--- config.mk ---
export PLATFORM = sky130hd
export DESIGN_NAME = sigm_core
export DESIGN_NICKNAME = d
export VERILOG_FILES = /design/src/hw/sigm_pkg.sv /design/src/hw/sigm_core.sv
export SDC_FILE = /design/constraint.sdc
export NUM_CORES = 1
export LEC_CHECK = 0
export ABC_AREA = 0
export BUFFER_PORTS_ARGS = -buffer_cell sky130_fd_sc_hd__clkbuf_2
export CAP_MARGIN = 25
export CORE_UTILIZATION = 50
export CTS_CLUSTER_SIZE = 14
export DETAILED_ROUTE_END_ITERATION = 8
export PLACE_DENSITY = 0.77
export SYNTH_ARGS = -nofsm -noshare
export SYNTH_HDL_FRONTEND = slang
export SYNTH_SLANG_ARGS = --single-unit
--- constraint.sdc ---
create_clock -name clock -period 8.96 [get_ports clock]
set_clock_uncertainty 0.15 [all_clocks]
set_input_delay 0.448 -clock clock [delete_from_list [all_inputs] [get_ports clock]]
set_output_delay 0.448 -clock clock [all_outputs]
set_load 0.01 [all_outputs]
--- src/hw/sigm_pkg.sv ---
// Package: register map, field layout and types of the signal measurement timer core
package sigm_pkg;
	localparam int ADDR_W = 8;
	localparam int DATA_W = 32;
	localparam int CNT_W = 24;
	// Register byte addresses
	localparam logic [7:0] ADDR_CTRL0 = 8'h00;
	localparam logic [7:0] ADDR_CTRL1 = 8'h04;
	localparam logic [7:0] ADDR_CLKSEL = 8'h08;
	localparam logic [7:0] ADDR_FLAGS = 8'h0c;
	localparam logic [7:0] ADDR_COUNTER = 8'h10;
	localparam logic [7:0] ADDR_PERIOD = 8'h14;
	localparam logic [7:0] ADDR_WIDTH_LATCH = 8'h18;
	localparam logic [7:0] ADDR_PERIOD_LATCH = 8'h1c;
	localparam logic [7:0] ADDR_IRQ_STATUS = 8'h20;
	localparam logic [7:0] ADDR_IRQ_ENABLE = 8'h24;
	localparam logic [7:0] ADDR_IRQ_CLEAR = 8'h28;
	// Flags register bits
	localparam int FLAG_CLEAR = 0;
	localparam int FLAG_WIDTH_LATCH_UPDATE_BIT = 1;
	localparam int FLAG_PERIOD_LATCH_UPDATE_BIT = 2;
	localparam int FLAG_WS = 3;
	localparam int FLAG_AS = 4;
	localparam int FLAG_TS = 5;
	// Control 1 fields
	localparam int CTRL1_RUN = 0;
	localparam int CTRL1_MODE_LSB = 1;
	// Interrupt bits
	localparam int IRQ_W = 3;
	localparam int IRQ_MATCH = 0;
	localparam int IRQ_WIDTH = 1;
	localparam int IRQ_PERIOD = 2;
	// Measurement modes
	localparam logic [1:0] MODE_TIMER = 2'h0;
	localparam logic [1:0] MODE_GATED = 2'h1;
	localparam logic [1:0] MODE_PERDUTY = 2'h2;
	// Clock source codes
	localparam logic [2:0] CSRC_SYS = 3'h0;
	localparam logic [2:0] CSRC_SYS_DIV4 = 3'h1;
	localparam logic [2:0] CSRC_HF = 3'h2;
	localparam logic [2:0] CSRC_MF500K = 3'h3;
	localparam logic [2:0] CSRC_MF31K = 3'h4;
	localparam logic [2:0] CSRC_LF = 3'h5;
	localparam logic [2:0] CSRC_SEC = 3'h6;
	// Reset values and the last state of the divide-by-4 counter
	localparam logic [23:0] CNT_RESET = 24'h00_0000;
	localparam logic [23:0] PERIOD_RESET = 24'hff_ffff;
	localparam logic [1:0] DIV4_LAST = 2'h3;
	// Control 0 layout, low bits first: prescale[1:0], halt, window, signal, clock polarity
	typedef struct packed {
		logic clk_pol;
		logic sig_pol;
		logic win_pol;
		logic halt;
		logic [1:0] prescale_field;
	} sigm_ctrl0_t;
	// Oscillator levels from the clock generator
	typedef struct packed {
		logic hf;
		logic mf500k;
		logic mf31k;
		logic lf;
		logic sec;
	} sigm_osc_t;
endpackage

--- src/hw/sigm_core.sv ---
// Signal measurement timer core with register port and interrupt
`timescale 1ns/1ns
`default_nettype none
module sigm_core (
	input wire logic clock,
	input wire logic rst,
	input wire logic [7:0] addr,
	input wire logic [31:0] wdata,
	input wire logic wr,
	input wire logic rd,
	output logic [31:0] rdata,
	input wire sigm_pkg::sigm_osc_t osc,
	input wire logic window_in,
	input wire logic signal_in,
	output logic irq
);
	sigm_pkg::sigm_ctrl0_t ctrl0_q;
	logic run_q;
	logic [1:0] mode_q;
	logic [2:0] clock_select_field_q;
	logic [23:0] cnt_q;
	logic [23:0] per_q;
	logic [23:0] width_q;
	logic [23:0] perlat_q;
	logic [2:0] irq_stat_q;
	logic [2:0] irq_en_q;
	logic match_hold_q;
	logic [1:0] div4_q;
	logic src_prev_q;
	logic [2:0] pre_q;
	logic win_s1_q, win_s2_q, win_s3_q;
	logic sig_s1_q, sig_s2_q, sig_s3_q;
	logic src_lvl, src_edge, tick;
	logic wr_flags, wr_cnt, do_clear, do_width_latch_update_bit, do_period_latch_update_bit;
	logic win_act, sig_act, sig_rise, sig_fall, win_fall;
	logic count_qual, at_match, step, perduty, gated;
	logic [2:0] irq_set;
	logic [31:0] rd_d;

	// Prescale limit: 1, 2, 4 or 8 source edges per tick
	function automatic logic [2:0] presc_last(input logic [1:0] ps);
		presc_last = 3'((4'h1 << ps) - 4'h1);
	endfunction

	function automatic logic [31:0] pad24(input logic [23:0] v);
		pad24 = {8'h00, v};
	endfunction

	assign wr_flags = wr && (addr == sigm_pkg::ADDR_FLAGS);
	assign wr_cnt = wr && (addr == sigm_pkg::ADDR_COUNTER);
	assign do_clear = wr_flags && wdata[sigm_pkg::FLAG_CLEAR];
	assign do_width_latch_update_bit = wr_flags && wdata[sigm_pkg::FLAG_WIDTH_LATCH_UPDATE_BIT];
	assign do_period_latch_update_bit = wr_flags && wdata[sigm_pkg::FLAG_PERIOD_LATCH_UPDATE_BIT];

	// Control registers
	always_ff @(posedge clock or posedge rst) begin
		if (rst) begin
			ctrl0_q <= '0;
			run_q <= 1'b0;
			mode_q <= sigm_pkg::MODE_TIMER;
			clock_select_field_q <= sigm_pkg::CSRC_SYS;
			per_q <= sigm_pkg::PERIOD_RESET;
			irq_en_q <= '0;
		end else if (wr) begin
			case (addr)
				sigm_pkg::ADDR_CTRL0: ctrl0_q <= sigm_pkg::sigm_ctrl0_t'(wdata[5:0]);
				sigm_pkg::ADDR_CTRL1: begin
					run_q <= wdata[sigm_pkg::CTRL1_RUN];
					mode_q <= wdata[sigm_pkg::CTRL1_MODE_LSB +: 2];
				end
				sigm_pkg::ADDR_CLKSEL: clock_select_field_q <= wdata[2:0];
				sigm_pkg::ADDR_PERIOD: per_q <= wdata[23:0];
				sigm_pkg::ADDR_IRQ_ENABLE: irq_en_q <= wdata[2:0];
				default: ;
			endcase
		end
	end

	// Source selection; slow oscillators arrive as sampled levels
	always_comb begin
		case (clock_select_field_q)
			sigm_pkg::CSRC_HF: src_lvl = osc.hf;
			sigm_pkg::CSRC_MF500K: src_lvl = osc.mf500k;
			sigm_pkg::CSRC_MF31K: src_lvl = osc.mf31k;
			sigm_pkg::CSRC_LF: src_lvl = osc.lf;
			sigm_pkg::CSRC_SEC: src_lvl = osc.sec;
			default: src_lvl = 1'b0;
		endcase
	end

	always_ff @(posedge clock or posedge rst) begin
		if (rst) begin
			div4_q <= 2'h0;
			src_prev_q <= 1'b0;
		end else begin
			div4_q <= div4_q + 2'h1;
			src_prev_q <= src_lvl;
		end
	end

	// Clock polarity picks which source edge counts
	always_comb begin
		case (clock_select_field_q)
			sigm_pkg::CSRC_SYS: src_edge = 1'b1;
			sigm_pkg::CSRC_SYS_DIV4: src_edge = (div4_q == sigm_pkg::DIV4_LAST);
			3'h7: src_edge = 1'b0;
			default: src_edge = ctrl0_q.clk_pol ? (src_prev_q && !src_lvl) : (!src_prev_q && src_lvl);
		endcase
	end

	// Prescaler
	always_ff @(posedge clock or posedge rst) begin
		if (rst) begin
			pre_q <= 3'h0;
		end else if (src_edge) begin
			pre_q <= (pre_q >= presc_last(ctrl0_q.prescale_field)) ? 3'h0 : pre_q + 3'h1;
		end
	end
	assign tick = src_edge && (pre_q >= presc_last(ctrl0_q.prescale_field));

	// Input synchronisers advance on the prescaled tick only
	always_ff @(posedge clock or posedge rst) begin
		if (rst) begin
			win_s1_q <= 1'b0;
			win_s2_q <= 1'b0;
			win_s3_q <= 1'b0;
			sig_s1_q <= 1'b0;
			sig_s2_q <= 1'b0;
			sig_s3_q <= 1'b0;
		end else if (tick) begin
			win_s1_q <= window_in;
			win_s2_q <= win_s1_q;
			win_s3_q <= win_s2_q;
			sig_s1_q <= signal_in;
			sig_s2_q <= sig_s1_q;
			sig_s3_q <= sig_s2_q;
		end
	end

	assign win_act = win_s2_q ^ ctrl0_q.win_pol;
	assign sig_act = sig_s2_q ^ ctrl0_q.sig_pol;
	assign sig_rise = tick && run_q && (sig_act && !(sig_s3_q ^ ctrl0_q.sig_pol));
	assign sig_fall = tick && run_q && (!sig_act && (sig_s3_q ^ ctrl0_q.sig_pol));
	assign win_fall = tick && run_q && (!win_act && (win_s3_q ^ ctrl0_q.win_pol));
	assign gated = (mode_q == sigm_pkg::MODE_GATED);
	assign perduty = (mode_q == sigm_pkg::MODE_PERDUTY);

	// Gated mode counts only inside the active window
	assign count_qual = gated ? win_act : 1'b1;
	assign at_match = (cnt_q == per_q);
	assign step = tick && run_q && count_qual;

	// Counter; a new period restarts it in period/duty mode
	always_ff @(posedge clock or posedge rst) begin
		if (rst) begin
			cnt_q <= sigm_pkg::CNT_RESET;
		end else if (do_clear) begin
			cnt_q <= sigm_pkg::CNT_RESET;
		end else if (wr_cnt) begin
			cnt_q <= wdata[23:0];
		end else if (perduty && sig_rise) begin
			cnt_q <= sigm_pkg::CNT_RESET;
		end else if (step) begin
			if (at_match) begin
				if (!ctrl0_q.halt) begin
					cnt_q <= sigm_pkg::CNT_RESET;
				end
			end else begin
				cnt_q <= cnt_q + 24'h1;
			end
		end
	end

	// Halted match keeps the interrupt alive
	always_ff @(posedge clock or posedge rst) begin
		if (rst) begin
			match_hold_q <= 1'b0;
		end else if (do_clear || (wr_cnt && !run_q)) begin
			match_hold_q <= 1'b0;
		end else if (step && at_match && ctrl0_q.halt) begin
			match_hold_q <= 1'b1;
		end
	end

	// Latches; software update and mode trigger both copy the live count
	always_ff @(posedge clock or posedge rst) begin
		if (rst) begin
			width_q <= sigm_pkg::CNT_RESET;
		end else if (do_width_latch_update_bit || (perduty && sig_fall) || (gated && win_fall)) begin
			width_q <= cnt_q;
		end
	end

	always_ff @(posedge clock or posedge rst) begin
		if (rst) begin
			perlat_q <= sigm_pkg::CNT_RESET;
		end else if (do_period_latch_update_bit || (perduty && sig_rise)) begin
			perlat_q <= cnt_q;
		end
	end

	// Sticky interrupt status; a set in the clear cycle wins
	assign irq_set[sigm_pkg::IRQ_MATCH] = (step && at_match) || match_hold_q;
	assign irq_set[sigm_pkg::IRQ_WIDTH] = (perduty && sig_fall) || (gated && win_fall);
	assign irq_set[sigm_pkg::IRQ_PERIOD] = perduty && sig_rise;

	always_ff @(posedge clock or posedge rst) begin
		if (rst) begin
			irq_stat_q <= '0;
		end else if (wr && (addr == sigm_pkg::ADDR_IRQ_CLEAR)) begin
			irq_stat_q <= (irq_stat_q & ~wdata[2:0]) | irq_set;
		end else begin
			irq_stat_q <= irq_stat_q | irq_set;
		end
	end
	assign irq = |(irq_stat_q & irq_en_q);

	// Read port, data one cycle after the strobe
	always_comb begin
		case (addr)
			sigm_pkg::ADDR_CTRL0: rd_d = {26'h0, ctrl0_q};
			sigm_pkg::ADDR_CTRL1: rd_d = {29'h0, mode_q, run_q};
			sigm_pkg::ADDR_CLKSEL: rd_d = {29'h0, clock_select_field_q};
			// Level bits read zero while stopped
			sigm_pkg::ADDR_FLAGS: rd_d = {26'h0, run_q, run_q && sig_act, run_q && win_act, 3'h0};
			sigm_pkg::ADDR_COUNTER: rd_d = pad24(cnt_q);
			sigm_pkg::ADDR_PERIOD: rd_d = pad24(per_q);
			sigm_pkg::ADDR_WIDTH_LATCH: rd_d = pad24(width_q);
			sigm_pkg::ADDR_PERIOD_LATCH: rd_d = pad24(perlat_q);
			sigm_pkg::ADDR_IRQ_STATUS: rd_d = {29'h0, irq_stat_q};
			sigm_pkg::ADDR_IRQ_ENABLE: rd_d = {29'h0, irq_en_q};
			default: rd_d = 32'h0000_0000;
		endcase
	end

	always_ff @(posedge clock or posedge rst) begin
		if (rst) begin
			rdata <= 32'h0000_0000;
		end else if (rd) begin
			rdata <= rd_d;
		end else begin
			rdata <= 32'h0000_0000;
		end
	end
endmodule
`default_nettype wire

==> run metrics <==
status finished clean; layout cells sized above 1 32.5%; number of buffers inserted for hold repair after clock tree synthesis 0; number of slew-limit violations in the final report 0; Horiz. Die Dim 128 um; type of the worst setup path reg -> reg; sequential element share of the synthesized area a little under half; remaining design rule violation count 0; number of port buffers between 60 and 70; sw frac a little over a quarter; Total Routing Usage GR 26.6%; power share of the sequential group between 40 and 50%; number of distinct library cells after synthesis 70; Leakage ~3.8 nW; cell type with the highest aggregate area in the netlist sky130_fd_sc_hd__dfrtp_1; Synth Warn # 0; number of setup violations in the final report 0; ratio of final minimum period to clock period 42.8%; number of setup buffers added after CTS 0; Post-synth EDFFs 0; TritonCTS sink count between 150 and 200; post-detailed-placement cell area between 8000 and 9000 um^2; total number of H-tree levels 4; register area around 3800 um^2; number of global-route vias before repair approximately 6,300; asr flop ratio synth 100%; maximum vdd drop between 0.15 and 0.2 mV; switching power around 0.45 mW; average cell area after synthesis around 11 um^2; most frequent cells in the layout 127 x sky130_fd_sc_hd__dfrtp_1, 67 x sky130_fd_sc_hd__clkbuf_2, 55 x sky130_fd_sc_hd__nand2_1; unrepaired setup endpoints after global routing false; crit path max fanout 12; post-synthesis register bit count ~150; pin count of the biggest net entering global routing 89; commonest register cell after synthesis sky130_fd_sc_hd__dfrtp_1; number of instances resized during post-cts repair 0; clock buffer count from CTS 17; latest clock arrival within the worst-skew pair 0.43 ns; Synth top area share 39.7%; cells taking the most area after synthesis sky130_fd_sc_hd__dfrtp_1 40%, sky130_fd_sc_hd__dfstp_2 7.9%, sky130_fd_sc_hd__mux2_4 7.5%; total congestion overflow after global routing 0; post-layout instance area approximately 9000 um^2; layout filler cell count approximately 1,300; detailed-route via count approximately 6,300; Worst EP required a little over 9 ns; power share of the clock group between 40% and 50%; initial detailed-routing violation count 987; area enclosed by the die boundary ~17,000 um^2; first-pass GRT wire length about 34,000 um; Fin Setup TNS 0 ns; DIE HEIGHT roughly 130 um; area taken by multi-input logic gates roughly 3800 um^2; kind of start point of the critical path flip-flop; half-perimeter wire length after detailed placement about 13,000 um; crit path setup slack, layout 5.12 ns; Std-Cell Core Area 15,400 um^2; clock tree from TritonCTS yes; via/cell ratio about 6.5; Post-Syn Instances around 700; Root Buffer Master sky130_fd_sc_hd__clkbuf_16; area growth from synthesis to final layout 12.8%; antenna cell count 0; I/O Pins 84; kind of end point of the critical path flip-flop; transition time of the tightest slew-check pin 0.890 ns; worst relative slew slack roughly two fifths; Final Net Count about 800; worst slack at placement between 5 and 6 ns; Worst-path clk slew 0.06 ns; number of antenna violations at the first check in global routing 0; Final Critical Period about 3.8 ns; DR WL/cell about 22 um; routability cong. a little under 0.9; portion of total power attributed to combinational logic a little over a tenth; wire length reported by the detailed router around 21,000 um; remaining number of nets flagged by the antenna check after routing 0; initial standard-cell utilization of the core 51.8%; Detailed Routing Iterations Pass 1 7; worst hold path type in -> async; Cell Int Power 1.29 mW; power density normalized to cell area a little under 200 nW/um^2; Max-cap violations 0; Mapped Area about 8000 um^2; most frequent standard cell in the layout excluding fill and tap cells sky130_fd_sc_hd__dfrtp_1; achievable frequency roughly 0.26 GHz; maximum root-to-sink buffer count 2; overall power after layout roughly 1.7 mW; arrival time at the worst endpoint about 4 ns; final number of hold-violating endpoints 0; cell row count between 40 and 50
==> worst max-delay path, stage by stage, from the launching register on <==
cell,delay [ns]
sky130_fd_sc_hd__dfrtp_1,0.43
sky130_fd_sc_hd__or2_2,0.32
sky130_fd_sc_hd__ha_1,0.27
sky130_fd_sc_hd__nor2b_1,0.05
sky130_fd_sc_hd__o21ai_0,0.44
sky130_fd_sc_hd__o2111ai_1,0.48
sky130_fd_sc_hd__a21oi_1,0.86
sky130_fd_sc_hd__buf_4,0.31
sky130_fd_sc_hd__o21ai_0,0.10
sky130_fd_sc_hd__a32o_1,0.30
==> kinds of logic after synthesis <==
logic type / count (synthesis) / synth area share, %
multiplexers: 94 / 15.1
flip-flops: 151 / 47.6
other: 1 / 0.0469
buffers and inverters: 75 / 4.96
AND/OR/NAND/NOR: 179 / 11.6
AO/OA/AOI/OAI: 167 / 16.6
adder cells (fa/ha/maj): 6 / 0.939
XOR/XNOR: 29 / 3.18
==> power groups by stage <==
stage | Sequential (mW) | Combinational, mW | Clock [mW]
after floorplan | 0.752 | 0.165 | 0
after global placement | 0.788 | 0.177 | 0
after detailed placement | 0.791 | 0.185 | 0
after CTS | 0.780 | 0.186 | 0.779
after global routing | 0.786 | 0.204 | 0.814
final | 0.783 | 0.188 | 0.776
==> synth_stat cells, types with 7 or more instances <==
cell type and number:
sky130_fd_sc_hd__dfrtp_1 127, sky130_fd_sc_hd__nand2_1 55, sky130_fd_sc_hd__mux2_2 53, sky130_fd_sc_hd__mux2_4 40
sky130_fd_sc_hd__clkbuf_1 35, sky130_fd_sc_hd__nor2_1 34, sky130_fd_sc_hd__a21oi_1 29, sky130_fd_sc_hd__xnor2_1 28
sky130_fd_sc_hd__o21ai_0 27, sky130_fd_sc_hd__a222oi_1 25, sky130_fd_sc_hd__dfstp_2 24, sky130_fd_sc_hd__a32o_1 23
sky130_fd_sc_hd__nor3_1 18, sky130_fd_sc_hd__a22o_1 13, sky130_fd_sc_hd__buf_2 12, sky130_fd_sc_hd__nand4_1 12
sky130_fd_sc_hd__nand3_1 11, sky130_fd_sc_hd__inv_1 10, sky130_fd_sc_hd__buf_4 8, sky130_fd_sc_hd__buf_6 7
==> per-stage QoR <==
step | instances | util (%) | hold slack, ns
after floorplan | 709 | - | 0.251
after global placement | 931 | 54.1 | 0.262
after detailed placement | 931 | 54.1 | 0.271
after CTS | 963 | 58.3 | 0.0603
after global routing | 965 | 58.5 | 0.0901
final | 965 | 58.5 | 0.00977
==> state kept, by name (all words and copies together), names as in the netlist, 2 cells and up <==
name                  cells
rdata                    24
irq_stat_q                3
div4_q                    2
pre_q                     3
cnt_q                    24
irq_en_q                  3
ctrl0_q                   6
clock_select_field_q      3
mode_q                    2
perlat_q                 24
per_q                    24
width_q                  24
==> final timing paths <==
path / from / endpoint / slack, ns / depth (start not counted)
max: ctrl0_q[0] / cnt_q[12] / 5.12 / 9
min: rst / clock_select_field_q[2] / 0.01 / 2
max reg2reg: ctrl0_q[0] / cnt_q[12] / 5.12 / 9
min reg2reg: div4_q[0] / div4_q[0] / 0.29 / 1
max in group asynchronous: rst / cnt_q[22] / 7.30 / 3
min in group clock: signal_in / sig_s1_q / 0.11 / 2
==> area by class of cell <==
class / count / area share, %
tap: 211 / 2.93
clock inverter: 11 / 1.87
multi-input combinational: 483 / 42.5
inverter: 10 / 0.472
sequential: 151 / 42.2
clock buffer: 21 / 5.22
timing repair buffer: 78 / 4.80
==> routing by layer <==
metal	global-route usage, %	share of wire (%)
met5	0	0
met4	11.6	1.9
met3	6.32	8.2
met1	34.7	41
met2	42.6	49
No activity file was read; power rests on OpenSTA's default activity.
